`config.mk`:
```
export PLATFORM = sky130hd
export DESIGN_NAME = clcr_regs
export DESIGN_NICKNAME = d
export VERILOG_FILES = /design/src/hw/clcr_regs.v /design/src/hw/clcr_blink.v
export VERILOG_INCLUDE_DIRS = /design/src /design/src/pkg
export SDC_FILE = /design/constraint.sdc
export NUM_CORES = 1
export LEC_CHECK = 0
export BUFFER_PORTS_ARGS = -buffer_cell sky130_fd_sc_hd__buf_2
export CORE_UTILIZATION = 25
export CTS_CLUSTER_SIZE = 8
export DETAILED_ROUTE_END_ITERATION = 6
export PLACE_DENSITY = 0.37
export SYNTH_ARGS = -nofsm -noshare
export SYNTH_HDL_FRONTEND = slang
export SYNTH_HIERARCHICAL = 1
export SYNTH_SLANG_ARGS = --single-unit
```
`constraint.sdc`:
```
create_clock -name clk -period 7.35 [get_ports clk]
set_input_delay 0.3675 -clock clk [delete_from_list [all_inputs] [get_ports clk]]
set_output_delay 0.3675 -clock clk [all_outputs]
set_load 0.005 [all_outputs]
```
`src/pkg/clcr_defines.vh`:
```
// Register offsets, field positions, reset values and timing for clcr
`ifndef CLCR_DEFINES_VH
`define CLCR_DEFINES_VH

`define CLCR_ADDR_CHG_CFG 8'h07
`define CLCR_ADDR_IND1_ON 8'h08
`define CLCR_ADDR_IND1_PER 8'h09
`define CLCR_ADDR_IND2_ON 8'h0A
`define CLCR_ADDR_IND2_PER 8'h0B
`define CLCR_ADDR_MAIN_CTL 8'h0C

`define CLCR_RST_CHG_CFG 8'h1B
`define CLCR_RST_IND 8'h00
// Bit 0 is replaced by the default-select pin after reset
`define CLCR_RST_MAIN_CTL 8'h72

`define CLCR_CHG_RESTART 6
`define CLCR_CHG_FAST_TMR 5
`define CLCR_CHG_CUR_HI 4
`define CLCR_CHG_CUR_LO 3
`define CLCR_CHG_USB_500 2
`define CLCR_CHG_USB_OK 1
`define CLCR_CHG_EN 0

`define CLCR_IND_MODE_BIT 7
`define CLCR_IND_TIME_HI 6

`define CLCR_MAIN_FFREQ 7
`define CLCR_MAIN_UVLO_HI 6
`define CLCR_MAIN_UVLO_LO 5
`define CLCR_MAIN_SUPPLY 4
`define CLCR_MAIN_LP_GATE 3
`define CLCR_MAIN_DISCH 2
`define CLCR_MAIN_VSEL_HI 1
`define CLCR_MAIN_VSEL_LO 0

`define CLCR_MODE_CHARGER 2'h0
`define CLCR_MODE_BLINK 2'h1
`define CLCR_MODE_OFF 2'h2
`define CLCR_MODE_ON 2'h3

`define CLCR_CLK_PERIOD_NS 8
`define CLCR_ON_STEP_MS 10
`define CLCR_PER_STEP_MS 100
`define CLCR_TICK_CYCLES ((`CLCR_ON_STEP_MS * 1000000) / `CLCR_CLK_PERIOD_NS)
`define CLCR_TICKS_PER_PER (`CLCR_PER_STEP_MS / `CLCR_ON_STEP_MS)

`endif

```
`src/hw/clcr_regs.v`:
```
// Charger, indicator and main converter control registers
`timescale 1ns/1ps
`include "clcr_defines.vh"

module clcr_regs #(
    parameter TICK_CYCLES = `CLCR_TICK_CYCLES
) (
    clk,
    rst_b,
    reg_addr,
    reg_wdata,
    reg_we,
    reg_rdata,
    adapter_valid,
    usb_valid,
    sleep_request_pin,
    primary_voltage_default_pin,
    main_converter_enabled,
    charger_indicator_req,
    charge_indicator_pin_i,
    second_indicator_pin_i,
    charger_restart,
    fast_timer_en,
    charge_current_sel,
    charge_current_pct,
    usb_limit_500,
    charge_from_adapter,
    charge_from_usb,
    force_fixed_frequency,
    undervoltage_threshold_sel,
    supply_enable,
    low_power_engaged,
    main_discharge_on,
    main_voltage_sel,
    charge_indicator_pin_o,
    charge_indicator_pin_oe,
    second_indicator_pin_o,
    second_indicator_pin_oe
);
    input wire clk;
    input wire rst_b;
    input wire [7:0] reg_addr;
    input wire [7:0] reg_wdata;
    input wire reg_we;
    output reg [7:0] reg_rdata;
    input wire adapter_valid;
    input wire usb_valid;
    input wire sleep_request_pin;
    input wire primary_voltage_default_pin;
    input wire main_converter_enabled;
    input wire charger_indicator_req;
    input wire charge_indicator_pin_i;
    input wire second_indicator_pin_i;
    output reg charger_restart;
    output reg fast_timer_en;
    output reg [1:0] charge_current_sel;
    output reg [6:0] charge_current_pct;
    output reg usb_limit_500;
    output reg charge_from_adapter;
    output reg charge_from_usb;
    output reg force_fixed_frequency;
    output reg [1:0] undervoltage_threshold_sel;
    output reg supply_enable;
    output reg low_power_engaged;
    output reg main_discharge_on;
    output reg [1:0] main_voltage_sel;
    output reg charge_indicator_pin_o;
    output reg charge_indicator_pin_oe;
    output reg second_indicator_pin_o;
    output reg second_indicator_pin_oe;

    localparam integer TICK_LAST_FULL = TICK_CYCLES - 1;
    localparam [20:0] TICK_LAST = TICK_LAST_FULL[20:0];

    reg [7:0] charger_configuration_reg;
    reg [7:0] indicator1_on_time_reg;
    reg [7:0] indicator1_period_reg;
    reg [7:0] indicator2_on_time_reg;
    reg [7:0] indicator2_period_reg;
    reg [7:0] main_converter_control_reg;
    reg [7:0] rdata_next;

    // Pin inputs pass two flops; stage one is read only by stage two
    reg [4:0] pin_meta_reg;
    reg [4:0] pin_sync_reg;
    wire adapter_ok;
    wire usb_ok;
    wire sleep_req;
    wire default_sel;
    wire main_on;

    reg [1:0] strap_cnt_reg;
    reg strap_done_reg;
    reg main_vsel_written_reg;

    reg [20:0] tick_cnt_reg;
    reg tick_reg;
    reg ind1_restart_reg;
    reg ind2_restart_reg;
    wire ind1_blink;
    wire ind2_blink;
    wire [1:0] ind1_mode;
    wire [1:0] ind2_mode;

    wire wr_chg;
    wire wr_ind1;
    wire wr_ind2;
    wire wr_main;

    // Charge current code to percent of the resistor-set maximum
    function [6:0] clcr_cur_pct;
        input [1:0] code;
        begin
            case (code)
                2'h3: clcr_cur_pct = 7'h64;
                2'h2: clcr_cur_pct = 7'h4B;
                2'h1: clcr_cur_pct = 7'h32;
                default: clcr_cur_pct = 7'h19;
            endcase
        end
    endfunction

    // Mode decode to transistor conduct; charger mode only where allowed
    function clcr_ind_drive;
        input [1:0] mode;
        input has_charger_mode;
        input blink;
        input charger_req;
        begin
            case (mode)
                `CLCR_MODE_CHARGER: clcr_ind_drive = has_charger_mode &
                                                     charger_req;
                `CLCR_MODE_BLINK: clcr_ind_drive = blink;
                `CLCR_MODE_ON: clcr_ind_drive = 1'b1;
                default: clcr_ind_drive = 1'b0;
            endcase
        end
    endfunction

    assign adapter_ok = pin_sync_reg[0];
    assign usb_ok = pin_sync_reg[1];
    assign sleep_req = pin_sync_reg[2];
    assign default_sel = pin_sync_reg[3];
    assign main_on = pin_sync_reg[4];

    assign wr_chg = reg_we && (reg_addr == `CLCR_ADDR_CHG_CFG);
    assign wr_ind1 = reg_we && ((reg_addr == `CLCR_ADDR_IND1_ON) ||
                                (reg_addr == `CLCR_ADDR_IND1_PER));
    assign wr_ind2 = reg_we && ((reg_addr == `CLCR_ADDR_IND2_ON) ||
                                (reg_addr == `CLCR_ADDR_IND2_PER));
    assign wr_main = reg_we && (reg_addr == `CLCR_ADDR_MAIN_CTL);

    assign ind1_mode = {indicator1_on_time_reg[`CLCR_IND_MODE_BIT],
                        indicator1_period_reg[`CLCR_IND_MODE_BIT]};
    assign ind2_mode = {indicator2_on_time_reg[`CLCR_IND_MODE_BIT],
                        indicator2_period_reg[`CLCR_IND_MODE_BIT]};

    always @(posedge clk or negedge rst_b) begin
        if (!rst_b) begin
            pin_meta_reg <= 5'h00;
            pin_sync_reg <= 5'h00;
        end else begin
            pin_meta_reg <= {main_converter_enabled,
                             primary_voltage_default_pin, sleep_request_pin,
                             usb_valid, adapter_valid};
            pin_sync_reg <= pin_meta_reg;
        end
    end

    // Register writes
    always @(posedge clk or negedge rst_b) begin
        if (!rst_b) begin
            charger_configuration_reg <= `CLCR_RST_CHG_CFG;
            indicator1_on_time_reg <= `CLCR_RST_IND;
            indicator1_period_reg <= `CLCR_RST_IND;
            indicator2_on_time_reg <= `CLCR_RST_IND;
            indicator2_period_reg <= `CLCR_RST_IND;
            main_converter_control_reg <= `CLCR_RST_MAIN_CTL;
            main_vsel_written_reg <= 1'b0;
        end else begin
            if (wr_chg) begin
                charger_configuration_reg <= reg_wdata;
            end
            if (reg_we && (reg_addr == `CLCR_ADDR_IND1_ON)) begin
                indicator1_on_time_reg <= reg_wdata;
            end
            if (reg_we && (reg_addr == `CLCR_ADDR_IND1_PER)) begin
                indicator1_period_reg <= reg_wdata;
            end
            if (reg_we && (reg_addr == `CLCR_ADDR_IND2_ON)) begin
                indicator2_on_time_reg <= reg_wdata;
            end
            if (reg_we && (reg_addr == `CLCR_ADDR_IND2_PER)) begin
                indicator2_period_reg <= reg_wdata;
            end
            if (wr_main) begin
                main_converter_control_reg <= reg_wdata;
                main_vsel_written_reg <= 1'b1;
            end else if (strap_done_reg == 1'b0 && strap_cnt_reg == 2'h3 &&
                         !main_vsel_written_reg) begin
                main_converter_control_reg[`CLCR_MAIN_VSEL_LO] <=
                    default_sel;
            end
        end
    end

    // Strap is taken once the synchroniser has filled after release
    always @(posedge clk or negedge rst_b) begin
        if (!rst_b) begin
            strap_cnt_reg <= 2'h0;
            strap_done_reg <= 1'b0;
        end else if (strap_cnt_reg != 2'h3) begin
            strap_cnt_reg <= strap_cnt_reg + 2'h1;
        end else begin
            strap_done_reg <= 1'b1;
        end
    end

    always @(posedge clk or negedge rst_b) begin
        if (!rst_b) begin
            tick_cnt_reg <= 21'h000000;
            tick_reg <= 1'b0;
        end else if (tick_cnt_reg >= TICK_LAST) begin
            tick_cnt_reg <= 21'h000000;
            tick_reg <= 1'b1;
        end else begin
            tick_cnt_reg <= tick_cnt_reg + 21'h000001;
            tick_reg <= 1'b0;
        end
    end

    // any write to mode or timing restarts that cycle
    always @(posedge clk or negedge rst_b) begin
        if (!rst_b) begin
            ind1_restart_reg <= 1'b0;
            ind2_restart_reg <= 1'b0;
        end else begin
            ind1_restart_reg <= wr_ind1;
            ind2_restart_reg <= wr_ind2;
        end
    end

    // on-time in 10 ms steps; period in 100 ms steps
    clcr_blink u_blink1 (
        .clk(clk),
        .rst_b(rst_b),
        .tick(tick_reg),
        .restart(ind1_restart_reg),
        .on_time(indicator1_on_time_reg[`CLCR_IND_TIME_HI:0]),
        .period(indicator1_period_reg[`CLCR_IND_TIME_HI:0]),
        .conduct(ind1_blink)
    );

    // second period field scaled as the first
    clcr_blink u_blink2 (
        .clk(clk),
        .rst_b(rst_b),
        .tick(tick_reg),
        .restart(ind2_restart_reg),
        .on_time(indicator2_on_time_reg[`CLCR_IND_TIME_HI:0]),
        .period(indicator2_period_reg[`CLCR_IND_TIME_HI:0]),
        .conduct(ind2_blink)
    );

    // Outputs, all registered
    always @(posedge clk or negedge rst_b) begin
        if (!rst_b) begin
            charger_restart <= 1'b0;
            fast_timer_en <= 1'b0;
            charge_current_sel <= 2'h3;
            charge_current_pct <= 7'h64;
            usb_limit_500 <= 1'b0;
            charge_from_adapter <= 1'b0;
            charge_from_usb <= 1'b0;
            force_fixed_frequency <= 1'b0;
            undervoltage_threshold_sel <= 2'h3;
            supply_enable <= 1'b1;
            low_power_engaged <= 1'b0;
            main_discharge_on <= 1'b0;
            main_voltage_sel <= 2'h2;
            charge_indicator_pin_o <= 1'b0;
            charge_indicator_pin_oe <= 1'b0;
            second_indicator_pin_o <= 1'b0;
            second_indicator_pin_oe <= 1'b0;
        end else begin
            // restart held while bit is set
            charger_restart <=
                charger_configuration_reg[`CLCR_CHG_RESTART];
            fast_timer_en <= charger_configuration_reg[`CLCR_CHG_FAST_TMR];
            charge_current_sel <=
                charger_configuration_reg[`CLCR_CHG_CUR_HI:`CLCR_CHG_CUR_LO];
            charge_current_pct <= clcr_cur_pct(
                charger_configuration_reg[`CLCR_CHG_CUR_HI:`CLCR_CHG_CUR_LO]);
            usb_limit_500 <= charger_configuration_reg[`CLCR_CHG_USB_500] &
                             charger_configuration_reg[`CLCR_CHG_USB_OK];
            // adapter wins when both are valid
            charge_from_adapter <= charger_configuration_reg[`CLCR_CHG_EN] &
                                   adapter_ok;
            charge_from_usb <= charger_configuration_reg[`CLCR_CHG_EN] &
                               charger_configuration_reg[`CLCR_CHG_USB_OK] &
                               usb_ok & !adapter_ok;
            force_fixed_frequency <=
                main_converter_control_reg[`CLCR_MAIN_FFREQ];
            undervoltage_threshold_sel <= main_converter_control_reg[
                `CLCR_MAIN_UVLO_HI:`CLCR_MAIN_UVLO_LO];
            // Bit is stored and driven; clearing it is a host fault
            supply_enable <= main_converter_control_reg[`CLCR_MAIN_SUPPLY];
            // pin gated by the enable bit
            low_power_engaged <=
                main_converter_control_reg[`CLCR_MAIN_LP_GATE] & sleep_req;
            // discharge only while converter is off
            main_discharge_on <=
                main_converter_control_reg[`CLCR_MAIN_DISCH] & !main_on;
            main_voltage_sel <= main_converter_control_reg[
                `CLCR_MAIN_VSEL_HI:`CLCR_MAIN_VSEL_LO];
            // Open drain: data low, enable while conducting
            charge_indicator_pin_o <= 1'b0;
            charge_indicator_pin_oe <= clcr_ind_drive(ind1_mode, 1'b1,
                                           ind1_blink, charger_indicator_req);
            second_indicator_pin_o <= 1'b0;
            second_indicator_pin_oe <= clcr_ind_drive(ind2_mode, 1'b0,
                                           ind2_blink, 1'b0);
        end
    end

    // Read mux; unmapped offsets read zero
    always @* begin
        case (reg_addr)
            `CLCR_ADDR_CHG_CFG: rdata_next = charger_configuration_reg;
            `CLCR_ADDR_IND1_ON: rdata_next = indicator1_on_time_reg;
            `CLCR_ADDR_IND1_PER: rdata_next = indicator1_period_reg;
            `CLCR_ADDR_IND2_ON: rdata_next = indicator2_on_time_reg;
            `CLCR_ADDR_IND2_PER: rdata_next = indicator2_period_reg;
            `CLCR_ADDR_MAIN_CTL: rdata_next = main_converter_control_reg;
            default: rdata_next = 8'h00;
        endcase
    end

    always @(posedge clk or negedge rst_b) begin
        if (!rst_b) begin
            reg_rdata <= 8'h00;
        end else begin
            reg_rdata <= rdata_next;
        end
    end
endmodule

```
`src/hw/clcr_blink.v`:
```
// Blink timer for one open-drain indicator, counted in 10 ms ticks
`timescale 1ns/1ps
`include "clcr_defines.vh"

module clcr_blink (
    clk,
    rst_b,
    tick,
    restart,
    on_time,
    period,
    conduct
);
    input wire clk;
    input wire rst_b;
    input wire tick;
    input wire restart;
    input wire [6:0] on_time;
    input wire [6:0] period;
    output reg conduct;

    reg [10:0] elapsed_reg;
    wire [6:0] on_units;
    wire [6:0] per_code;
    wire [10:0] cycle_len;
    wire [31:0] cycle_prod;

    // Code zero gives the documented minimum of one step
    assign on_units = (on_time == 7'h00) ? 7'h01 : on_time;
    assign per_code = (period == 7'h00) ? 7'h01 : period;
    // Product is at most 1270 ticks, so eleven bits hold it
    assign cycle_prod = per_code * `CLCR_TICKS_PER_PER;
    assign cycle_len = cycle_prod[10:0];

    always @(posedge clk or negedge rst_b) begin
        if (!rst_b) begin
            elapsed_reg <= 11'h000;
            conduct <= 1'b0;
        end else if (restart) begin
            elapsed_reg <= 11'h000;
            conduct <= 1'b0;
        end else begin
            if (tick) begin
                if (elapsed_reg >= cycle_len - 11'h001) begin
                    elapsed_reg <= 11'h000;
                end else begin
                    elapsed_reg <= elapsed_reg + 11'h001;
                end
            end
            conduct <= (elapsed_reg < {4'h0, on_units});
        end
    end
endmodule

```
Word-level counts from Yosys, hierarchy flattened
Index checks and enable logic that the tools add are counted.
Widths: inputs -> output; s select.
{"block": "totals", "regBits": 142, "inputBits": 27, "output_inout_bits": 34, "elab_cells": 115}
{"block": "classes", "addsub": 6, "mul": 2, "magnitude_cmp": 5, "n_eq_ne": 15, "n_mux": 20, "bitwise_logic": 8, "reduce_logical": 23}
{"cell": "$mux 11", "n": 6}
{"cell": "$pmux 8 s6", "n": 1}
{"cell": "$eq 8x4->1 const B", "n": 5}
{"cell": "$logic_not 7->1", "n": 4}
{"cell": "$mux 7", "n": 4}
{"cell": "$add 11x1->11 const B", "n": 2}
{"cell": "$ge 11x11->1", "n": 2}
{"cell": "$lt 11x7->1", "n": 2}
{"cell": "$sub 11x1->11 const B", "n": 2}
{"cell": "$add 21x1->21 const B", "n": 1}
{"cell": "$ge 21x21->1 const B", "n": 1}
{"cell": "$mux 21", "n": 1}
{"cell": "$pmux 7 s3", "n": 1}
{"cell": "$mul 7x3->10 const B", "n": 2}
{"cell": "$eq 2x2->1 const B", "n": 5}
{"cell": "$logic_and 1x1->1", "n": 10}
{"cell": "$eq 8x3->1 const B", "n": 1}
{"cell": "$and 1x1->1", "n": 7}
{"cell": "$eq 2x1->1 const B", "n": 3}
{"cell": "$reduce_bool 2->1", "n": 3}
{"cell": "$mux 1", "n": 5}
{"cell": "$logic_not 1->1", "n": 3}
{"cell": "$pmux 1 s3", "n": 1}
{"cell": "$add 2x1->2 const B", "n": 1}
{"cell": "other kinds (5)", "n": 6}

Longest topological paths before layout
Gate-level depths: netlist of run 1.
{"block": "depth", "depth_word": 8, "depth_mapped": 18, "depth_no_buf": 17}

Hierarchy
Netlist of run 1, hierarchy kept.
{"mod": "clcr_regs", "n_inst": 1, "cells_per_inst": 352, "area_per_inst_um2": 4852.2, "seq_area_each_um2": 2949.1}
{"mod": "clcr_blink at u_blink2", "n_inst": 1, "cells_per_inst": 180, "area_per_inst_um2": 1545.2, "seq_area_each_um2": 300.3}
{"mod": "clcr_blink at u_blink1", "n_inst": 1, "cells_per_inst": 187, "area_per_inst_um2": 1519.0, "seq_area_each_um2": 300.3}

Least setup slack after synthesis of run 1
OpenSTA, ideal clock, no wires.
{"block": "synth_path", "kind": "reg-to-reg", "from": "register indicator1_period_reg[6]", "to": "register u_blink1.elapsed_reg[1]", "setup_time_ns": 0.122, "arrival_time_ns": 3.724, "required_ns": 7.228, "slack_ns": 3.505, "path_stages_with_launch": 18, "n_path_buf": 1, "synth_period_minus_slack_ns": 3.845, "cell_sequence": "dfrtp_1 nor3_2 a31oi_1 inv_1 ha_1 ha_1 fa_1 a211oi_2 nor2_1 or3_1 a311oi_1 a211oi_1 ha_1 nand3_1 nor3_1 o31ai_2 buf_2 a32o_1"}
{"block": "synth_via", "elab_chain_cells": 8}
{"item": "from (decl)", "line_no": "clcr_regs.v:77", "rtl": "reg [7:0] indicator1_period_reg;"}
{"item": "from (signal assigned)", "line_no": "clcr_regs.v:175", "rtl": "indicator1_period_reg <= `CLCR_RST_IND;"}
{"item": "from (signal assigned)", "line_no": "clcr_regs.v:188", "rtl": "indicator1_period_reg <= reg_wdata;"}
{"item": "$logic_not 7->1", "line_no": "clcr_blink.v:30", "rtl": "assign per_code = (period == 7'h00) ? 7'h01 : period;"}
{"item": "$mux 7 (*)", "line_no": "clcr_blink.v:30"}
{"item": "$mul 7x3->10 (no source line) (*)"}
{"item": "$sub 11x1->11 (*)", "line_no": "clcr_blink.v:44", "rtl": "if (elapsed_reg >= cycle_len - 11'h001) begin"}
{"item": "$ge 11x11->1 (*)", "line_no": "clcr_blink.v:44"}
{"item": "$mux 11 (*)", "line_no": "clcr_blink.v:44"}
{"item": "$mux 11 (*)", "line_no": "clcr_blink.v:43", "rtl": "if (tick) begin"}
{"item": "$mux 11 (*)", "line_no": "clcr_blink.v:39", "rtl": "end else if (restart) begin"}
{"item": "to (signal assigned)", "line_no": "clcr_blink.v:47", "rtl": "elapsed_reg <= elapsed_reg + 11'h001;"}
{"item": "to (decl)", "line_no": "clcr_blink.v:22", "rtl": "reg [10:0] elapsed_reg;"}
Mark *: on every way between the ends. The rest lies on a longest branch, timed or not. The select of a mux whose other input is x is not followed.
A chain may end at the register's enable or synchronous reset.

Worst setup path after layout of run 1
{"block": "layout_path", "from": "register indicator2_period_reg[1]", "to": "register u_blink2.elapsed_reg[4]"}
{"block": "layout_via", "elab_chain_cells": 8}
{"item": "from (decl)", "line_no": "clcr_regs.v:79", "rtl": "reg [7:0] indicator2_period_reg;"}
{"item": "from (signal assigned)", "line_no": "clcr_regs.v:177", "rtl": "indicator2_period_reg <= `CLCR_RST_IND;"}
{"item": "from (signal assigned)", "line_no": "clcr_regs.v:194", "rtl": "indicator2_period_reg <= reg_wdata;"}
{"item": "$logic_not 7->1", "line_no": "clcr_blink.v:30"}
{"item": "$mux 7 (*)", "line_no": "clcr_blink.v:30"}
{"item": "$mul 7x3->10 (no source line) (*)"}
{"item": "$sub 11x1->11 (*)", "line_no": "clcr_blink.v:44"}
{"item": "$ge 11x11->1 (*)", "line_no": "clcr_blink.v:44"}
{"item": "$mux 11 (*)", "line_no": "clcr_blink.v:44"}
{"item": "$mux 11 (*)", "line_no": "clcr_blink.v:43"}
{"item": "$mux 11 (*)", "line_no": "clcr_blink.v:39"}
{"item": "to (signal assigned)", "line_no": "clcr_blink.v:47"}
{"item": "to (decl)", "line_no": "clcr_blink.v:22"}
Marked as above.

==> results of run 1 <==
[metal layers]
layer / wire length [um] / track usage, % / up-vias
met5: 13 / 0 / -
met4: 222 / 4.14 / 2
met3: 614 / 3.16 / 19
met2: 9280 / 20.4 / 86
met1: 9710 / 17.7 / 2790
li1: - / - / 2727
[area by class of cell]
type | count | area, sq um
Fill cell | 3131 | 21700
Clock buffer | 18 | 439
Multi-Input combinational cell | 516 | 4080
Tap cell | 396 | 495
Clock inverter | 14 | 208
Sequential cell | 141 | 3550
Inverter | 33 | 124
Timing Repair Buffer | 58 | 302
[worst max-delay path: stages, from the launching register on]
cell      delay (ns)
dfrtp_1         0.47
nor4_2          0.38
a21o_1          0.24
ha_1            0.16
ha_1            0.18
fa_1            0.50
nor4_4          0.35
o211ai_2        0.18
a311o_1         0.38
nor3_1          0.27
ha_1            0.31
a21oi_1         0.78
o21ai_2         0.23
o211ai_1        0.24
[synth_stat cells, types with 4 or more instances]
| master | number | share of area (%) |
|---|---|---|
| mux2_2 | 46 | 6.5 |
| nor3_1 | 20 | 1.3 |
| xor2_1 | 25 | 2.8 |
| a21oi_1 | 19 | 1.2 |
| nand2_1 | 55 | 2.6 |
| ha_1 | 58 | 9.2 |
| inv_1 | 33 | 1.6 |
| o211ai_1 | 10 | 0.95 |
| nor4_1 | 8 | 0.63 |
| clkbuf_1 | 18 | 0.85 |
| a211oi_1 | 8 | 0.76 |
| nor2_1 | 34 | 1.6 |
| a222oi_1 | 7 | 0.89 |
| dfrtp_1 | 124 | 39 |
| a31oi_1 | 10 | 0.79 |
| or2_2 | 5 | 0.40 |
| a32o_1 | 4 | 0.51 |
| or3_1 | 8 | 0.63 |
| o21ai_0 | 24 | 1.5 |
| nand2b_1 | 5 | 0.40 |
| and2_1 | 15 | 1.2 |
| dfstp_2 | 17 | 5.6 |
| a21o_1 | 10 | 0.95 |
| xnor2_1 | 16 | 1.8 |
| buf_2 | 4 | 0.25 |
| mux4_2 | 7 | 2.0 |
| and4_1 | 10 | 1.1 |
| or2_1 | 4 | 0.32 |
| nand3_1 | 25 | 1.6 |
| nand4_1 | 15 | 1.2 |
| nor2b_1 | 6 | 0.47 |
[metrics by stage]
step	area, sq um	hold slack [ns]	setup WS [ns]	utilization (%)	total power [mW]
global route	9200	0.0101	2.24	29.8	2.10
detailed placement	8550	0.336	2.65	27.7	1.07
CTS	9200	0.0141	2.61	29.8	2.04
global placement	8550	0.334	2.70	27.7	1.06
floorplan	7920	0.0719	3.50	-	0.987
finish	9200	0.0196	2.58	29.8	2.00
[power breakdown]
group,switching [mW],internal [mW]
Clock,0.368,0.585
Combinational,0.124,0.0910
Sequential,0.0236,0.809
[cells in the final DEF, fill, tap and decap left out, drive strengths merged, types with 7 or more instances in the layout]
| cell type | netlist | routed |
|---|---|---|
| dfrtp | 124 | 124 |
| ha | 58 | 58 |
| buf | 10 | 58 |
| nand2 | 55 | 55 |
| mux2 | 46 | 46 |
| inv | 33 | 38 |
| nor2 | 34 | 34 |
| o21ai | 28 | 28 |
| nand3 | 26 | 26 |
| xor2 | 25 | 25 |
| nor3 | 21 | 21 |
| a21oi | 19 | 19 |
| clkbuf | 19 | 18 |
| dfstp | 17 | 17 |
| xnor2 | 16 | 16 |
| nand4 | 16 | 16 |
| and2 | 16 | 16 |
| o211ai | 11 | 11 |
| a211oi | 11 | 11 |
| and4 | 10 | 10 |
| a21o | 10 | 10 |
| a31oi | 10 | 10 |
| nor4 | 10 | 10 |
| or2 | 9 | 9 |
| or3 | 8 | 8 |
| mux4 | 7 | 7 |
| a222oi | 7 | 7 |
[logic make-up after synthesis]
logic type | Yosys count | share of synthesized area, %
AO/OA/AOI/OAI | 119 | 10.9
adder cells (fa/ha/maj) | 60 | 9.67
flip-flops | 141 | 44.8
AND/OR/NAND/NOR | 237 | 17.1
multiplexers | 56 | 8.91
XOR/XNOR | 42 | 4.84
buffers and inverters | 63 | 3.68
other | 1 | 0.0474
[worst max-delay path by stage]
stage                                  start                      end  slack, ns  depth (start not counted)
finish              indicator2_period_reg[1]  u_blink2/elapsed_reg[4]       2.58                         13
global route        indicator2_period_reg[1]  u_blink2/elapsed_reg[2]       2.24                         13
CTS                 indicator2_period_reg[1]  u_blink2/elapsed_reg[4]       2.61                         13
detailed placement  indicator2_period_reg[1]  u_blink2/elapsed_reg[4]       2.65                         13
global placement    indicator2_period_reg[1]  u_blink2/elapsed_reg[4]       2.70                         13
floorplan           indicator1_period_reg[6]  u_blink1/elapsed_reg[1]       3.50                         17
==> results.py, run 1 <==
metrics = {
    "clock_network": {
        "clk_pin_slew_ns": 0.06,
        "clkSinkCount": 141,
        "cts_buffers": 17,
        "cts_tree": "yes",
        "clk_latency_ns": 0.43,
        "post_cts_buffers": 0,
        "clock_path_buffers": 2,
        "root_buffer": "clkbuf_16",
        "ctsResizeCount": 0,
        "cts_max_level": 4,
        "hold_buffers": 0,
    },
    "status": {
        "status": "complete, but fails checks",
        "violations": "design-rule violations",
    },
    "critical_path": {
        "start_kind": "register",
        "critPathKind": "register to register",
        "critical_path_arrival_ns": 5.11,
        "required_ns": 7.69,
        "reg2regPathDepth": 13,
        "r2r-start": "indicator2_period_reg[1]",
        "worst-path-max-fanout": 11,
        "r2r_slack_ns": 2.58,
        "worstReg2RegEnd": "u_blink2/elapsed_reg[4]",
        "setup.worst_path.end_class": "register",
    },
    "floorplanning": {
        "coreArea_sq_mm": 0.0309,
        "initial_core_util_pct": 25.6,
        "rows": 64,
        "io_pins": 61,
        "design.die.area_sq_mm": 0.0324,
        "dieHeight_um": 180,
        "die_width_um": 180,
    },
    "final_layout": {
        "finalNonFillerCells": 1176,
        "area_delta_synth_final_pct": 16.2,
        "diodes": 0,
        "nets": 854,
        "drive_gt1_share_pct": 23.8,
        "largest_register_ffs": 21,
    },
    "pwr": {
        "vdd_drop_max_uv": 186,
        "p_leak_nw": 4.27,
        "pwr_density_cell_mw_per_mm2": 218,
    },
    "logic_synthesis": {
        "synth_ff_type": "dfrtp_1",
        "syn_area_sq_mm": 0.00792,
        "avgSynthCellArea_sq_um": 11.0,
        "ys_ff_latch": 141,
        "synthArstFlopShare_pct": 100,
        "syn-instance-count": 719,
        "seq_area_frac_synth_pct": 44.8,
        "yosys_warnings": 6,
        "synth_edf_count": 0,
        "synth_cell_type_count": 78,
    },
    "sta": {
        "skew_ns": 0.00910,
        "setup_viol": 0,
        "period_minus_slack_ns": 4.77,
        "worst_pin_slew_ns": 1.06,
        "rsz0062_at_grt": "no",
        "slew_violations": 0,
        "slew_headroom_pct": 28.8,
        "fin_crit_sh_pct": 64.9,
        "hold_violations": 0,
        "timing.setup.tns_ns": 0,
        "fmax_ghz": 0.210,
    },
    "route": {
        "via_per_inst": 4.78,
        "routed_wl_um": 19800,
        "drcViolationCount": 4,
        "post_drt_wl_per_cell_um": 16.9,
        "ant_nets": 0,
        "drt-initial-drc-count": 384,
        "vias": 5624,
        "dr.pass1.iters": 7,
    },
    "placement": {
        "dp_cells": 1144,
        "dp_hpwl_um": 14000,
        "port_buffers": 56,
        "gp_congestion": 0.752,
    },
    "grt": {
        "grt_pass1_vias": 5823,
        "antenna_found_initial": 1,
        "overflow": 0,
        "grtUsageTotal_pct": 13.1,
        "grt_start_max_net_pins": 90,
        "grt_pass1_wl_um": 32900,
    },
    "worst_hold_path": {
        "hold_path_class": "input port to asynchronous set/reset pin",
    },
    "run": {
        "max-cap-violations": 0,
    },
}
Note: power is estimated with default switching activity, not from simulation.
==> run 2: changes to the inputs <==
- clock period: 7.35 -> 4.4 ns (I/O delays scaled with it)
==> run 2 against run 1 <==
The run still ends with design-rule violations left. Global-route usage shrank 0.090 points. Setup slack lost 2.4 ns. Wire length is 0.51% higher. Count of clock-buffer cells in the layout fell by 1. Hold slack got worse by 0.0049 ns. Fmax grew 14%. Sequential share of layout area shrank 0.46 points. Critical path depth up 6. Sequential cell count is the same. Register-to-register slack worse by 2.4 ns. Highest routed layer unchanged.
==> results.py, run 2 (synthesized netlist as in run 1, its figures left out) <==
metrics = {
    "placement": {
        "dp_cells": 1156,
        "gp_congestion": 0.754,
        "dp_worst_setup_slack_ns": 0.165,
        "place_area_sq_mm": 0.00864,
        "port_buffers": 56,
        "dp_hpwl_um": 14300,
    },
    "pwr": {
        "vdd_drop_max_uv": 297,
        "p_leak_nw": 4.34,
        "pwr_density_cell_mw_per_mm2": 346,
        "power_mw": 3.22,
    },
    "sta": {
        "fin_crit_sh_pct": 95.0,
        "period_minus_slack_ns": 4.18,
        "slew_violations": 0,
        "hold_violations": 0,
        "skew_ns": 0.0137,
        "timing.setup.tns_ns": 0,
        "holdWs_ns": 0.0147,
        "fmax_ghz": 0.239,
        "setup_ws_ns": 0.222,
        "slew_headroom_pct": 30.4,
        "setup_viol": 0,
        "worst_pin_slew_ns": 1.04,
    },
    "status": {
        "violations": "design-rule violations",
        "status": "complete, but fails checks",
    },
    "grt": {
        "grt_start_max_net_pins": 105,
        "antenna_found_initial": 1,
        "overflow": 0,
        "grt_pass1_wl_um": 33300,
        "grtUsageTotal_pct": 13.0,
        "grt_pass1_vias": 6033,
    },
    "clock_network": {
        "root_buffer": "clkbuf_16",
        "clk_latency_ns": 0.42,
        "cts_tree": "yes",
        "cts_buffers": 17,
        "clk_pin_slew_ns": 0.07,
        "cts_max_level": 4,
        "clkSinkCount": 141,
        "clock_path_buffers": 2,
    },
    "route": {
        "via_per_inst": 4.86,
        "drt-initial-drc-count": 349,
        "post_drt_wl_per_cell_um": 16.7,
        "vias": 5812,
        "drcViolationCount": 4,
        "routed_wl_um": 19900,
        "dr.pass1.iters": 7,
        "ant_nets": 0,
    },
    "floorplanning": {
        "rows": 64,
        "initial_core_util_pct": 25.6,
        "die_width_um": 180,
        "coreArea_sq_mm": 0.0309,
        "io_pins": 61,
        "dieHeight_um": 180,
        "design.die.area_sq_mm": 0.0324,
    },
    "worst_hold_path": {
        "worstHoldStart": "charger_indicator_req",
        "hold_path_class": "input port to register",
    },
    "critical_path": {
        "cp-startpoint": "indicator1_period_reg[4]",
        "worstReg2RegEnd": "u_blink1/elapsed_reg[4]",
        "setup.worst_path.end_class": "register",
        "crit_path_end": "u_blink1/elapsed_reg[4]",
        "required_ns": 4.73,
        "r2r_slack_ns": 0.22,
        "r2r-start": "indicator1_period_reg[4]",
        "critical_path_arrival_ns": 4.51,
        "critPathKind": "register to register",
        "worst-path-max-fanout": 9,
        "reg2regPathDepth": 19,
        "start_kind": "register",
    },
    "final_layout": {
        "nets": 873,
        "layout_commonest_cell": "dfrtp_1",
        "largest_register_ffs": 21,
        "finalNonFillerCells": 1195,
        "area_delta_synth_final_pct": 17.7,
        "utilization_pct": 30.1,
        "drive_gt1_share_pct": 25.2,
        "final_cell_mix": "dfrtp_1 (123), ha_1 (58), nand2_1 (55), buf_2 (55), mux2_2 (46)",
        "final_area_sq_mm": 0.00932,
        "diodes": 0,
    },
    "run": {
        "max-cap-violations": 0,
    },
}
run 2: changes by cell type in the layout (fill, tap and decap cells not counted), moves of 2 or more:
cell | before | now
buf_4 | 2 | 14
o21ai_1 | 3 | 6
inv_6 | 4 | 6
inv_8 | 1 | 3
dlygate4sd3_1 | 0 | 6
bufinv_16 | 4 | 1
o21ai_0 | 24 | 21
run 2: cell type report:
| type | instances | area (sq um) |
|---|---|---|
| inverter | 33 | 124 |
| clock inverter | 15 | 154 |
| fill | 3195 | 21600 |
| sequential | 141 | 3550 |
| clock buffer | 17 | 425 |
| tap | 396 | 495 |
| timing repair buffer | 77 | 472 |
| multi-input combinational | 516 | 4100 |
run 2: routing by layer:
layer	track usage [%]	part of all wire [%]
met3	2.80	2.7
met1	18.0	50
met2	20.1	46
met4	3.90	1.7
met5	0	0.065
run 2: what timing repair did:
| item | CTS | global route |
|---|---|---|
| gates resized for setup | 0 | 6 |
| endpoints found under the hold margin | 36 | 0 |
| hold buffers | 6 | 0 |
| setup endpoints to repair | 0 | 11 |
| buffers inserted | 0 | 1 |
run 2: worst min-delay path by stage:
stage / end / slack, ns / cells after the start
after CTS: charge_indicator_pin_oe / 0.0004 / 3
after floorplan: charge_current_pct[1] / -0.08 / 0
after detailed placement: pin_meta_reg[1] / 0.33 / 1
after global placement: pin_meta_reg[2] / 0.33 / 1
after global routing: charge_indicator_pin_oe / 0.004 / 3
final: charge_indicator_pin_oe / 0.01 / 3
run 2: critical path: stages (launching register included):
cell	delay, ns
dfrtp_2	0.41
nor2_1	0.09
a31oi_1	0.19
inv_1	0.10
ha_1	0.20
ha_1	0.20
fa_1	0.42
a211oi_2	0.24
nor2_1	0.15
or3_1	0.32
a311oi_1	0.32
a211oi_2	0.12
ha_1	0.32
nand3_1	0.12
a21oi_1	0.05
a211oi_1	0.24
buf_4	0.20
buf_12	0.12
a31oi_1	0.07
o21ai_0	0.20
run 2: power breakdown:
part / total (mW) / internal, mW / switching (mW) / leakage (nW)
registers: 1.38 / 1.35 / 0.0312 / 1.83
clock network: 1.45 / 0.802 / 0.646 / 0.281
logic: 0.388 / 0.168 / 0.221 / 2.23
total: 3.22 / 2.32 / 0.898 / 4.34
